<file path="src/rtl/gst_pkg.sv">
package gst_pkg;

   // ---------------------------------------------------------------
   // register offsets (byte addresses)
   // ---------------------------------------------------------------
   localparam logic [7:0] GST_OFS_CTRL = 8'h00;
   localparam logic [7:0] GST_OFS_GATE = 8'h04;
   localparam logic [7:0] GST_OFS_CNT_LO = 8'h08;
   localparam logic [7:0] GST_OFS_CNT_HI = 8'h0c;
   localparam logic [7:0] GST_OFS_INT_STAT = 8'h10;
   localparam logic [7:0] GST_OFS_INT_MASK = 8'h14;
   localparam logic [7:0] GST_OFS_STATUS = 8'h18;

   // ---------------------------------------------------------------
   // field positions
   // ---------------------------------------------------------------
   localparam int GST_CTRL_RUN = 0;
   localparam int GST_CTRL_SYNC_DIS = 2;
   localparam int GST_CTRL_OSC_EN = 3;
   localparam int GST_CTRL_RATE_LO = 4;
   localparam int GST_CTRL_SRC_LO = 6;
   localparam int GST_GATE_POL = 6;
   localparam int GST_GATE_EN = 7;
   localparam int GST_INT_OVF = 0;
   localparam int GST_STAT_OSC = 0;
   localparam int GST_STAT_GATE = 1;
   localparam int GST_STAT_ARMED = 2;

   // ---------------------------------------------------------------
   // encodings, reset values, counts
   // ---------------------------------------------------------------
   typedef enum logic [1:0] {
      GST_SRC_INSTR = 2'b00,
      GST_SRC_SYS = 2'b01,
      GST_SRC_EXT = 2'b10,
      GST_SRC_CAP = 2'b11
   } gst_src_t;

   localparam logic [15:0] GST_COUNT_MAX = 16'hffff;
   localparam logic [15:0] GST_COUNT_RST = 16'h0000;
   localparam logic [1:0] GST_INSTR_LAST = 2'h3;
   localparam logic [31:0] GST_RDATA_ZERO = 32'h0000_0000;

   typedef struct packed {
      logic pready;
      logic pslverr;
      logic [31:0] prdata;
      logic run;
      logic sync_dis;
      logic osc_en;
      logic [1:0] rate;
      logic [1:0] src;
      logic gate_en;
      logic gate_pol;
      logic [15:0] count;
      logic [2:0] pre;
      logic [1:0] div;
      logic armed;
      logic flag;
      logic mask;
      logic irq;
      logic xtal_out;
   } gst_state_t;

   typedef struct packed {
      logic s1;
      logic s2;
      logic prev;
   } gst_edge_state_t;

endpackage : gst_pkg

</file>
<file path="src/rtl/gst_timer.sv">
// Our own choices: the placing of the registers and the APB register port.
`timescale 1ns/1ps
module gst_timer (
   input wire logic pclk,
   input wire logic presetn,
   input wire logic psel,
   input wire logic penable,
   input wire logic pwrite,
   input wire logic [7:0] paddr,
   input wire logic [31:0] pwdata,
   output logic [31:0] prdata,
   output logic pready,
   output logic pslverr,
   input wire logic sleep,
   input wire logic ext_clock_pin,
   input wire logic cap_sense_osc,
   input wire logic crystal_in_pin,
   output logic crystal_out_pin,
   input wire logic gate_input,
   output logic irq
);
   gst_pkg::gst_state_t st_r;
   gst_pkg::gst_state_t st_nxt;

   logic ext_sel;
   logic ext_raw;
   logic ext_rise;
   logic ext_fall;
   logic ext_level;
   logic setup;
   logic wr_acc;
   logic gate_ok;
   logic count_en;
   logic src_tick;
   logic pre_done;
   logic inc;
   logic ovf;
   logic cnt_wr;
   logic [2:0] pre_last;
   logic [31:0] rd_val;
   logic rd_err;

   // ---------------------------------------------------------------
   // external source mux and edge detection
   // ---------------------------------------------------------------
   always_comb begin
      ext_sel = (st_r.src == gst_pkg::GST_SRC_EXT) || (st_r.src == gst_pkg::GST_SRC_CAP);
      if (st_r.src == gst_pkg::GST_SRC_CAP) begin
         ext_raw = cap_sense_osc;
      end else if (st_r.osc_en) begin
         ext_raw = crystal_in_pin;
      end else begin
         ext_raw = ext_clock_pin;
      end
   end

   gst_sync_edge u_edge (
      .pclk(pclk),
      .presetn(presetn),
      .src_in(ext_raw),
      .bypass(st_r.sync_dis),
      .rise(ext_rise),
      .fall(ext_fall),
      .level(ext_level)
   );

   // ---------------------------------------------------------------
   // apb decode and read mux
   // ---------------------------------------------------------------
   always_comb begin
      setup = psel & ~penable;
      wr_acc = psel & penable & pwrite & st_r.pready;
      rd_val = gst_pkg::GST_RDATA_ZERO;
      rd_err = 1'b0;
      case (paddr)
         gst_pkg::GST_OFS_CTRL: begin
            rd_val[gst_pkg::GST_CTRL_RUN] = st_r.run;
            rd_val[gst_pkg::GST_CTRL_SYNC_DIS] = st_r.sync_dis;
            rd_val[gst_pkg::GST_CTRL_OSC_EN] = st_r.osc_en;
            rd_val[gst_pkg::GST_CTRL_RATE_LO +: 2] = st_r.rate;
            rd_val[gst_pkg::GST_CTRL_SRC_LO +: 2] = st_r.src;
         end
         gst_pkg::GST_OFS_GATE: begin
            rd_val[gst_pkg::GST_GATE_EN] = st_r.gate_en;
            rd_val[gst_pkg::GST_GATE_POL] = st_r.gate_pol;
         end
         gst_pkg::GST_OFS_CNT_LO: begin
            rd_val[7:0] = st_r.count[7:0];
         end
         gst_pkg::GST_OFS_CNT_HI: begin
            rd_val[7:0] = st_r.count[15:8];
         end
         gst_pkg::GST_OFS_INT_STAT: begin
            rd_val[gst_pkg::GST_INT_OVF] = st_r.flag;
         end
         gst_pkg::GST_OFS_INT_MASK: begin
            rd_val[gst_pkg::GST_INT_OVF] = st_r.mask;
         end
         gst_pkg::GST_OFS_STATUS: begin
            rd_val[gst_pkg::GST_STAT_OSC] = st_r.osc_en;
            rd_val[gst_pkg::GST_STAT_GATE] = gate_input;
            rd_val[gst_pkg::GST_STAT_ARMED] = st_r.armed;
         end
         default: begin
            rd_err = 1'b1;
         end
      endcase
   end

   // ---------------------------------------------------------------
   // count enable, source tick, prescaler
   // ---------------------------------------------------------------
   always_comb begin
      gate_ok = (gate_input == st_r.gate_pol);
      count_en = st_r.run & (~st_r.gate_en | gate_ok);
      case (st_r.src)
         gst_pkg::GST_SRC_SYS: begin
            src_tick = ~sleep;
         end
         gst_pkg::GST_SRC_INSTR: begin
            src_tick = ~sleep & (st_r.div == gst_pkg::GST_INSTR_LAST);
         end
         gst_pkg::GST_SRC_EXT, gst_pkg::GST_SRC_CAP: begin
            // only the unsynchronized path keeps running in sleep
            src_tick = ext_rise & st_r.armed & (~sleep | st_r.sync_dis);
         end
         default: begin
            src_tick = 1'b0;
         end
      endcase
      pre_last = 3'((4'h1 << st_r.rate) - 4'h1);
      pre_done = (st_r.pre == pre_last);
      inc = count_en & src_tick & pre_done;
      ovf = inc & (st_r.count == gst_pkg::GST_COUNT_MAX);
      cnt_wr = wr_acc & ((paddr == gst_pkg::GST_OFS_CNT_LO) || (paddr == gst_pkg::GST_OFS_CNT_HI));
   end

   // ---------------------------------------------------------------
   // next state
   // ---------------------------------------------------------------
   always_comb begin
      st_nxt = st_r;

      // bus answer: one wait-free access phase after setup
      st_nxt.pready = setup & ~st_r.pready;
      st_nxt.pslverr = setup & ~st_r.pready & rd_err;
      if (setup & ~st_r.pready) begin
         st_nxt.prdata = pwrite ? gst_pkg::GST_RDATA_ZERO : rd_val;
      end

      // instruction clock divider, every fourth system clock
      st_nxt.div = 2'(st_r.div + 2'h1);

      // prescaler and counter
      if (count_en & src_tick) begin
         st_nxt.pre = pre_done ? 3'h0 : 3'(st_r.pre + 3'h1);
      end
      if (inc) begin
         st_nxt.count = 16'(st_r.count + 16'h1);
      end

      // falling-edge arming for counter mode
      if (ext_sel & ext_fall) begin
         st_nxt.armed = 1'b1;
      end
      if (~st_r.run) begin
         st_nxt.armed = 1'b0;
      end

      // register writes
      if (wr_acc) begin
         case (paddr)
            gst_pkg::GST_OFS_CTRL: begin
               st_nxt.run = pwdata[gst_pkg::GST_CTRL_RUN];
               st_nxt.sync_dis = pwdata[gst_pkg::GST_CTRL_SYNC_DIS];
               st_nxt.osc_en = pwdata[gst_pkg::GST_CTRL_OSC_EN];
               st_nxt.rate = pwdata[gst_pkg::GST_CTRL_RATE_LO +: 2];
               st_nxt.src = pwdata[gst_pkg::GST_CTRL_SRC_LO +: 2];
            end
            gst_pkg::GST_OFS_GATE: begin
               st_nxt.gate_en = pwdata[gst_pkg::GST_GATE_EN];
               st_nxt.gate_pol = pwdata[gst_pkg::GST_GATE_POL];
            end
            gst_pkg::GST_OFS_CNT_LO: begin
               st_nxt.count[7:0] = pwdata[7:0];
            end
            gst_pkg::GST_OFS_CNT_HI: begin
               st_nxt.count[15:8] = pwdata[7:0];
            end
            gst_pkg::GST_OFS_INT_STAT: begin
               if (pwdata[gst_pkg::GST_INT_OVF]) begin
                  st_nxt.flag = 1'b0;
               end
            end
            gst_pkg::GST_OFS_INT_MASK: begin
               st_nxt.mask = pwdata[gst_pkg::GST_INT_OVF];
            end
            default: begin
               st_nxt.mask = st_r.mask;
            end
         endcase
      end

      // a count write clears the prescaler and disarms the edge gate
      if (cnt_wr) begin
         st_nxt.pre = 3'h0;
         st_nxt.armed = 1'b0;
      end

      // overflow sets the flag unless a count write lands in the same cycle; set wins over a clear in the same cycle
      if (ovf & ~cnt_wr) begin
         st_nxt.flag = 1'b1;
      end

      // level interrupt, also serves as wake request in sleep
      st_nxt.irq = st_nxt.flag & st_nxt.mask;

      // crystal amplifier output, active only while enabled
      st_nxt.xtal_out = st_nxt.osc_en & ~crystal_in_pin;
   end

   // ---------------------------------------------------------------
   // state register
   // ---------------------------------------------------------------
   always_ff @(posedge pclk or negedge presetn) begin
      if (!presetn) begin
         st_r <= '0;
         st_r.count <= gst_pkg::GST_COUNT_RST;
      end else begin
         st_r <= st_nxt;
      end
   end

   // ---------------------------------------------------------------
   // outputs
   // ---------------------------------------------------------------
   assign prdata = st_r.prdata;
   assign pready = st_r.pready;
   assign pslverr = st_r.pslverr;
   assign irq = st_r.irq;
   assign crystal_out_pin = st_r.xtal_out;

endmodule : gst_timer

</file>
<file path="src/rtl/gst_sync_edge.sv">
`timescale 1ns/1ps
// two-stage synchronizer with bypass, plus edge detection
module gst_sync_edge (
   input wire logic pclk,
   input wire logic presetn,
   input wire logic src_in,
   input wire logic bypass,
   output logic rise,
   output logic fall,
   output logic level
);
   gst_pkg::gst_edge_state_t st_r;
   gst_pkg::gst_edge_state_t st_nxt;
   logic lvl;

   // ---------------------------------------------------------------
   // level select and edges
   // ---------------------------------------------------------------
   always_comb begin
      lvl = bypass ? src_in : st_r.s2;
      st_nxt = st_r;
      st_nxt.s1 = src_in;
      st_nxt.s2 = st_r.s1;
      st_nxt.prev = lvl;
      rise = lvl & ~st_r.prev;
      fall = ~lvl & st_r.prev;
      level = lvl;
   end

   always_ff @(posedge pclk or negedge presetn) begin
      if (!presetn) begin
         st_r <= '0;
      end else begin
         st_r <= st_nxt;
      end
   end
endmodule : gst_sync_edge

</file>
<file path="config.mk">
export PLATFORM = sky130hd
export DESIGN_NAME = gst_timer
export DESIGN_NICKNAME = d
export VERILOG_FILES = /design/src/rtl/gst_pkg.sv /design/src/rtl/gst_timer.sv /design/src/rtl/gst_sync_edge.sv
export SDC_FILE = /design/constraint.sdc
export NUM_CORES = 1
export LEC_CHECK = 0
export ABC_AREA = 1
export CORE_ASPECT_RATIO = 1.1
export CORE_UTILIZATION = 45
export CTS_CLUSTER_DIAMETER = 200
export DETAILED_ROUTE_END_ITERATION = 16
export DONT_BUFFER_PORTS = 1
export HOLD_SLACK_MARGIN = 0.15
export SLEW_MARGIN = 25
export SYNTH_ARGS = -nofsm -noshare
export SYNTH_HDL_FRONTEND = slang
export SYNTH_SLANG_ARGS = --single-unit
</file>
<file path="constraint.sdc">
create_clock -name pclk -period 4.9 [get_ports pclk]
set_input_delay 0.735 -clock pclk [delete_from_list [all_inputs] [get_ports pclk]]
set_output_delay 0.735 -clock pclk [all_outputs]
set_load 0.01 [all_outputs]
</file>
==> results of run 1 <==
==> critical path, stage by stage <==
cell and delay [ns]:
nor2_2 0.16, inv_1 0.11, nor3_2 0.21, nand3_1 0.45
nand2_1 0.22, inv_1 0.11, nand3_1 0.08, nor2_1 0.05
nor2_1 0.11, nor2_1 0.06
==> flip-flops by register name, summed over array words and instances, names as in the netlist <==
| signal | count |
|---|---|
| crystal_out_pin | 1 |
| irq | 1 |
| prdata | 8 |
| pready | 1 |
| pslverr | 1 |
| st_r | 33 |
| u_edge.st_nxt | 1 |
| u_edge.st_r | 2 |
==> cell families after synthesis <==
kind of cell	share of synthesized area [%]
other	0.116
AND/OR/NAND/NOR	35.8
AO/OA/AOI/OAI	5.78
adder cells (fa/ha/maj)	1.16
buffers and inverters	16.9
flip-flops	37.3
XOR/XNOR	2.99
==> stage by stage <==
step | area, µm² | total power, mW
final | 3250 | 0.692
after global routing | 3250 | 0.723
after CTS | 3250 | 0.703
after detailed placement | 3130 | 0.445
after global placement | 3130 | 0.445
after floorplan | 3310 | 0.453
==> routing by layer <==
metal	vias to the layer above	track usage [%]	share of wire, %
met4	0	5.75	1.3
met5	-	0	0
li1	1381	-	-
met3	9	3.74	5.0
met2	74	37.6	50
met1	1239	28.3	44
==> synthesized netlist by cell type (2+ instances only) <==
cell        n  area (µm²)
ha_1        3        37.5
nand3_1    40         200
nand3_2     2        20.0
nor3_4      2        32.5
nor3_1      5        25.0
nor2_1     27         101
nand2_1   142         533
nand4_1    23         144
nor2_2      4        25.0
dfrtp_1    48        1200
clkinv_1    2        7.51
xor2_1      9        78.8
xnor2_1     2        17.5
inv_1      67         251
buf_2       3        15.0
o221ai_1    2        17.5
nor3_2      2        20.0
buf_4      34         255
o22ai_1     5        31.3
a31oi_1     2        12.5
o21ai_0    21         105
==> power breakdown <==
part | internal [mW] | switching, mW | total, mW
combinational | 0.00955 | 0.0328 | 0.0424
clock | 0.115 | 0.129 | 0.245
sequential | 0.400 | 0.00452 | 0.405
==> final timing paths <==
path / start / end / slack [ns]
max in group asynchronous: presetn / pready / 4.41
hold reg to reg: u_edge.st_nxt[1] / u_edge.st_r[1] / 0.36
setup / recovery: paddr[1] / irq / 2.79
hold / removal: presetn / st_r[28] / 0.28
setup reg to reg: pready / irq / 2.80
min in group pclk: u_edge.st_nxt[1] / u_edge.st_r[1] / 0.36
==> final cells by class <==
type | instances | area, µm² | share of cell area, %
Inverter | 69 | 259 | 7.97
Clock buffer | 8 | 90.1 | 2.77
Timing Repair Buffer | 1 | 27.5 | 0.847
Sequential cell | 48 | 1200 | 37.0
Multi-Input combinational cell | 324 | 1570 | 48.2
Tap cell | 85 | 106 | 3.27
==> metrics.cfg, run 1 <==
[run_status]
outcome=finished, final reports clean

[place]
portBuffers=0
pre_cts_slack_ns=2.46
gp_congestion=0.870
dp_cells=526
dp_hpwl_um=5670

[detailed_routing]
drt-pass1-iter-count=4
ant_nets=0
routedWlPerCell_um=14.3
drc=0
drt-initial-drc-count=111
num_vias=2703
drt-total-wl_um=7630
viasPerCell=5.05

[worst_setup_path]
critPathCaptureType=flop
path_class=in -> reg
cp_max_fo=11
crit_arrival_ns=2.30
r2r_cells=9
crit_path_start_kind=primary input
worst_ep_required_time_ns=5.09

[sta]
max_freq_mhz=473
grt_setup_unrepaired=false
finalHoldViolCount=0
fin_ws_ns=2.79
slew_violations=0
tns_ns=0
period_minus_slack_ns=2.11
setup_viol=0
whs_ns=0.282
worst_slew_pin_slew_ns=0.743
slew_headroom_pct=50.3
fin_worst_skew_ns=0.00764
period_share_pct=43.1

[layout]
final_common_cell=nand2_1
final_cells=535
mostFrequentLayoutCells=nand2_1 (142), inv_1 (67), dfrtp_1 (48)
drive_above_1_share_pct=4.67
fin_nets=502
areaGrowthSynthToFinish_pct=0.776
antenna_cells=0
final_util_pct=46.6
nFillCells=759

[run]
drv_cap=0

[logic_synthesis]
async_flop_share_pct=100
synth-edff-count=0
synth_cell_types=33
ys_warn_count=0
yosysSeqAreaShare_pct=37.3
syn-mean-instance-area_um2=7.06
synth_top_flop_cell=dfrtp_1
synth-seq-cells=48
netlist_area_mm2=0.00322
syn-instance-count=457

[floorplan]
core_mm2=0.00697
die_w_um=82.7
num_rows=32
initial_utilization_pct=46.3
ios=86
die_h_um=90.8
dieArea_mm2=0.00751

[global_routing]
grt_pass1_wl_um=12600
grt_remaining_overflow=0
antenna_found_initial=0
grt_pass1_vias=2532
grt_max_degree=49
track_usage_pct=22.1

[clocking]
clock_latency_ns=0.30
cts.sinks=48
h-tree-depth=2
cts_tree=yes
postCtsResizedCells=0
cts-root-buf=clkbuf_8
ctsHoldBuffers=1
cts_made_buffers=5
clock_path_buffers=2
postCtsSetupRepairBufs=0
clkTransAtPathRegs_ns=0.09

[pwr]
peakVddDrop_mv=0.106
power_density_mw_per_mm2=213
p_leak_nw=1.66

[hold_path]
hp-class=in -> async

Note: power is estimated with default switching activity, not from simulation.
==> run 2: changes to the inputs <==
--- a/config.mk
+++ b/config.mk
@@ -5,7 +5,7 @@
 export SDC_FILE = /design/constraint.sdc
 export NUM_CORES = 1
 export LEC_CHECK = 0
-export ABC_AREA = 1
+export ABC_AREA = 0
 export CORE_ASPECT_RATIO = 1.1
 export CORE_UTILIZATION = 45
 export CTS_CLUSTER_DIAMETER = 200
==> constraint.sdc (replaced) <==
create_clock -name pclk -period 2.1 [get_ports pclk]
set_input_delay 0.315 -clock pclk [delete_from_list [all_inputs] [get_ports pclk]]
set_output_delay 0.315 -clock pclk [all_outputs]
set_load 0.01 [all_outputs]
==> run 2 against run 1 <==
  * The flow now finishes with violations (negative setup slack)
  * Cell area is 2.9% higher
  * Area after synthesis is 10% lower
  * Clock-buffer cell count is 3 lower
  * Total power grew to 2.7 times the previous value
  * Largest power group unchanged
==> metrics.cfg, run 2 <==
[worst_setup_path]
cp_num_buf_inv=0
crit_path_cell_trace=or2_1 > a2111oi_4 > nor2_2 > or3_1 > or4_1 > a31oi_1
crit_slowest_cell=dfrtp_1
r2r_cells=6
worst_ep_required_time_ns=2.32
cp_num_cells=6
crit_path_start_kind=flop
reg2reg_from=st_r[30]
worstReg2RegEnd=st_r[25]
critPathTopFamily=simple AND/OR/NAND/NOR gates
cp_max_fo=4
path_class=reg -> reg
cpPeakStageDelay_ns=0.42
critPathCaptureType=flop
crit_arrival_ns=2.35
r2r_slack_ns=-0.03

[logic_synthesis]
synth_area_leaders=dfrtp_1 (41%), buf_4 (8.3%), mux2_2 (5.0%)
synth_cell_types=46
synth_top_area_share_pct=41.4
synth_top_cell_by_area=dfrtp_1
synth-seq-cells=48
ys_warn_count=0
syn-instance-count=317
yosys-top-cells-count=dfrtp_1 (48), nand2_1 (36), buf_4 (32)
netlist_area_mm2=0.00290
post-synth-top-count-cell=dfrtp_1
synth-edff-count=0
yosysSeqAreaShare_pct=41.4
async_flop_share_pct=100
synth_top_flop_cell=dfrtp_1
syn-mean-instance-area_um2=9.15

[clocking]
cts_tree=yes
h-tree-depth=2
cts.sinks=48
clock_path_buffers=2
cts_made_buffers=5
cts-root-buf=clkbuf_8
clock_latency_ns=0.30
clkTransAtPathRegs_ns=0.09

[pwr]
p_switching_uw=394
peakVddDrop_mv=0.385
p_int_mw=1.45
p_leak_nw=1.47
seqPwrFrac_pct=50.7
power_density_mw_per_mm2=552
switching_share_pct=21.3
clkPwrFrac_pct=43.5
share_comb_of_total_power_pct=5.8

[detailed_routing]
drt-pass1-iter-count=4
drc=0
drt-initial-drc-count=164
drt-total-wl_um=6730
num_vias=2316
ant_nets=0
routedWlPerCell_um=16.0
viasPerCell=5.50

[sta]
period_minus_slack_ns=2.13
max_freq_mhz=470
fin_ws_ns=-0.0278
setup_viol=1
slew_violations=0
finalHoldViolCount=0
whs_ns=0.160
period_share_pct=101
grt_setup_unrepaired=true
fin_worst_skew_ns=0.00889

[layout]
fin_nets=393
areaGrowthSynthToFinish_pct=15.4
drive_above_1_share_pct=18.8
final_cells=421
final_common_cell=dfrtp_1
top_register=st_r
mostFrequentLayoutCells=dfrtp_1 (48), nand2_1 (36), o21ai_0 (24), conb_1 (24), buf_4 (24)
largest_reg_flops=33
fin_area_mm2=0.00334
antenna_cells=0

[place]
dp_hpwl_um=4850
gp_congestion=0.886
dp_cells=397
portBuffers=0
place_area_mm2=0.00296

[hold_path]
hp-class=in -> reg
hold_path.startpoint=paddr[4]
worstHoldEndpoint=pslverr
hold_depth=2

[run_status]
violations=negative setup slack
outcome=finished with violations

[global_routing]
grt_pass1_vias=2145
grt_remaining_overflow=0
antenna_found_initial=0
track_usage_pct=20.9
grt_pass1_wl_um=10900
grt_max_degree=49

[floorplan]
die_h_um=86.2
die_w_um=78.5
dieArea_mm2=0.00677
core_mm2=0.00619
num_rows=30
ios=86
initial_utilization_pct=46.8

[run]
drv_cap=0

[run 2: cell types whose count changed in the layout (fill, tap and decap cells not counted), sizes merged, moves of 12 or more]
cell,delta
buf,+25
dlygate4sd3,+12
nand2,-107
nand4,-20
nand3,-32
a21oi,+14
inv,-57
mux2,+13
[run 2: per-stage QoR]
stage | setup WS [ns] | setup TNS, ns | util, % | power, mW
after floorplan | -0.0132 | -0.0132 | - | 1.05
after global placement | 0.0501 | 0 | 47.8 | 1.02
after detailed placement | -0.0222 | -0.0325 | 47.8 | 1.02
after CTS | -0.0164 | -0.0164 | 52.4 | 1.87
after global routing | -0.0836 | -0.0847 | 54.0 | 1.92
final | -0.0278 | -0.0278 | 54.0 | 1.85
[run 2: power groups by stage]
| stage | clock (mW) | combinational, mW | sequential, mW |
|---|---|---|---|
| 2_1_floorplan | 0 | 0.0964 | 0.954 |
| 3_3_place_gp | 0 | 0.0617 | 0.955 |
| 3_5_place_dp | 0 | 0.0621 | 0.956 |
| 4_1_cts | 0.824 | 0.106 | 0.937 |
| 5_1_grt | 0.865 | 0.121 | 0.939 |
| 6_report | 0.803 | 0.107 | 0.937 |
[run 2: kinds of logic (layout without fill, tap and decap cells)]
kind of cell | count (synthesis) | in the layout | synth area share [%]
flip-flops | 48 | 48 | 41.4
buffers and inverters | 54 | 55 | 11.3
multiplexers | 19 | 19 | 7.12
other | 1 | 24 | 0.129
AND/OR/NAND/NOR | 119 | 119 | 21.4
AO/OA/AOI/OAI | 59 | 59 | 13.2
XOR/XNOR | 14 | 14 | 4.23
adder cells (fa/ha/maj) | 3 | 3 | 1.29
[run 2: metal layers]
| layer | share of wire, % | vias up | GRT usage (%) |
|---|---|---|---|
| met2 | 48 | 73 | 33.4 |
| li1 | - | 1109 | - |
| met5 | 0 | - | 0 |
| met3 | 5.6 | 6 | 4.53 |
| met4 | 1.1 | 0 | 4.88 |
| met1 | 45 | 1128 | 29.1 |
[run 2: what timing repair did]
action	CTS	global route
resized for setup	0	14
setup buffers	0	3
hold buffers	13	0
endpoints found under the hold margin	61	0
pin swaps	0	2
setup endpoints to repair	1	15
[run 2: area by class of cell]
| cell class | instances | area, µm² |
|---|---|---|
| fillers | 576 | 2850 |
| clock buffers | 5 | 68.8 |
| repair buffers | 38 | 339 |
| multi-input cells | 238 | 1530 |
| inverters | 9 | 33.8 |
| flip-flops and latches | 48 | 1200 |
| clock inverters | 3 | 68.8 |
| well taps | 80 | 100 |
[run 2: worst max path at each step]
stage / slack, ns / end / startpoint
after detailed placement: -0.02 / st_r[25] / paddr[0]
after CTS: -0.02 / st_r[25] / st_r[30]
after floorplan: -0.01 / st_r[25] / st_r[7]
after global placement: 0.05 / st_r[25] / paddr[0]
after global routing: -0.08 / st_r[25] / st_r[30]
final: -0.03 / st_r[25] / st_r[30]
==> run 3: changes to the inputs <==
--- a/config.mk
+++ b/config.mk
@@ -12,6 +12,7 @@
 export DETAILED_ROUTE_END_ITERATION = 16
 export DONT_BUFFER_PORTS = 1
 export HOLD_SLACK_MARGIN = 0.15
+export PLACE_DENSITY = 0.67
 export SLEW_MARGIN = 25
 export SYNTH_ARGS = -nofsm -noshare
 export SYNTH_HDL_FRONTEND = slang
==> run 3 against run 2 <==
  * The flow now finishes without violations
  * Clock skew down 0.0018 ns
  * Core utilization down 0.57 points
  * Worst setup slack better by 0.033 ns
  * Flip-flop and latch count unchanged
  * Sequential share of layout area up 0.38 points
  * Wire length about the same
  * Hold slack worse by 0.0011 ns
  * Largest cell class unchanged
==> metrics.cfg, run 3 (synthesis gave the netlist of run 2 again) <==
[floorplan]
die_h_um=86.2
initial_utilization_pct=46.8
core_mm2=0.00619
die_w_um=78.5
num_rows=30
dieArea_mm2=0.00677
ios=86

[worst_setup_path]
path_class=reg -> reg
critPathCaptureType=flop
critPathTopFamily=simple AND/OR/NAND/NOR gates
crit_path_cell_trace=and4_1 > a311oi_2 > o22a_2 > or3_4 > or4_1 > a31oi_1
cp_num_buf_inv=0
crit_path_start_kind=flop
cpPeakStageDelay_ns=0.50
cp_max_fo=6
crit_slowest_cell=dfrtp_1
setup.worst_path.start=st_r[33]
reg2reg_from=st_r[33]
worst_ep_required_time_ns=2.34
crit_arrival_ns=2.33

[sta]
whs_ns=0.159
fin_ws_ns=0.00543
max_freq_mhz=477
setup_viol=0
finalHoldViolCount=0
tns_ns=0
period_minus_slack_ns=2.09
slew_violations=0
period_share_pct=99.7
fin_worst_skew_ns=0.00713
grt_setup_unrepaired=true

[global_routing]
grt_pass1_vias=2192
grt_max_degree=49
track_usage_pct=20.8
antenna_found_initial=0
grt_pass1_wl_um=10800
grt_remaining_overflow=0

[run]
drv_cap=0

[hold_path]
hold_path.startpoint=pwdata[2]
hp-class=in -> reg

[layout]
fin_nets=388
nFillCells=587
mostFrequentLayoutCells=dfrtp_1 (48), nand2_1 (36), o21ai_0 (24), conb_1 (24), nor2_1 (20)
areaGrowthSynthToFinish_pct=14.2
antenna_cells=0
final_cells=416
top_register=st_r
fin_area_mm2=0.00331
final_util_pct=53.4
final_common_cell=dfrtp_1
drive_above_1_share_pct=17.3
largest_reg_flops=33

[clocking]
cts-root-buf=clkbuf_8
h-tree-depth=2
cts_tree=yes
clock_path_buffers=2
clock_latency_ns=0.31
cts_made_buffers=5
cts.sinks=48
clkTransAtPathRegs_ns=0.09

[detailed_routing]
viasPerCell=5.49
ant_nets=0
drt-initial-drc-count=155
routedWlPerCell_um=16.2
drc=0
drt-total-wl_um=6730
num_vias=2284
drt-pass1-iter-count=5

[pwr]
power_mw=1.76
peakVddDrop_mv=0.299
p_leak_nw=1.44
power_density_mw_per_mm2=533

[place]
dp_cells=393
gp_congestion=0.882
portBuffers=0
place_area_mm2=0.00293
pre_cts_slack_ns=0.0236
dp_hpwl_um=4780

[run_status]
outcome=finished, final reports clean

==> run 3: repair_timing <==
item	4_1_cts	5_1_grt
hold endpoints to repair	61	0
hold buffers	14	0
setup buffers	0	1
setup endpoints to repair	0	14
resized for setup	0	15
==> run 3: layout make-up <==
type / instances / area (µm²) / share of cell area, %
Clock buffer: 6 / 82.6 / 2.50
Clock inverter: 2 / 38.8 / 1.17
Inverter: 9 / 33.8 / 1.02
Multi-Input combinational cell: 238 / 1550 / 46.8
Sequential cell: 48 / 1200 / 36.3
Tap cell: 80 / 100 / 3.02
Timing Repair Buffer: 33 / 304 / 9.19
==> run 3: metal layers <==
| layer | global-route usage, % | share of wire (%) |
|---|---|---|
| met1 | 28.2 | 46 |
| met2 | 34.2 | 48 |
| met3 | 3.89 | 4.3 |
| met4 | 5.56 | 1.1 |
| met5 | 0 | 0 |
==> run 3: path summary, 6_finish.rpt <==
check / to / slack, ns / depth (start not counted)
worst max register to register: st_r[25] / 0.005 / 6
min in group asynchronous: st_r[28] / 0.50 / 2
worst min-delay path: st_r[33] / 0.16 / 1
max in group asynchronous: st_r[30] / 1.38 / 2
worst max-delay path: st_r[25] / 0.005 / 6
worst min register to register: u_edge.st_r[1] / 0.36 / 0
==> run 3: where the power goes <==
part / internal [mW] / switching, mW / leakage, nW
Clock: 0.390 / 0.329 / 0.0614
Sequential: 0.931 / 0.00625 / 0.658
Combinational: 0.0429 / 0.0655 / 0.716
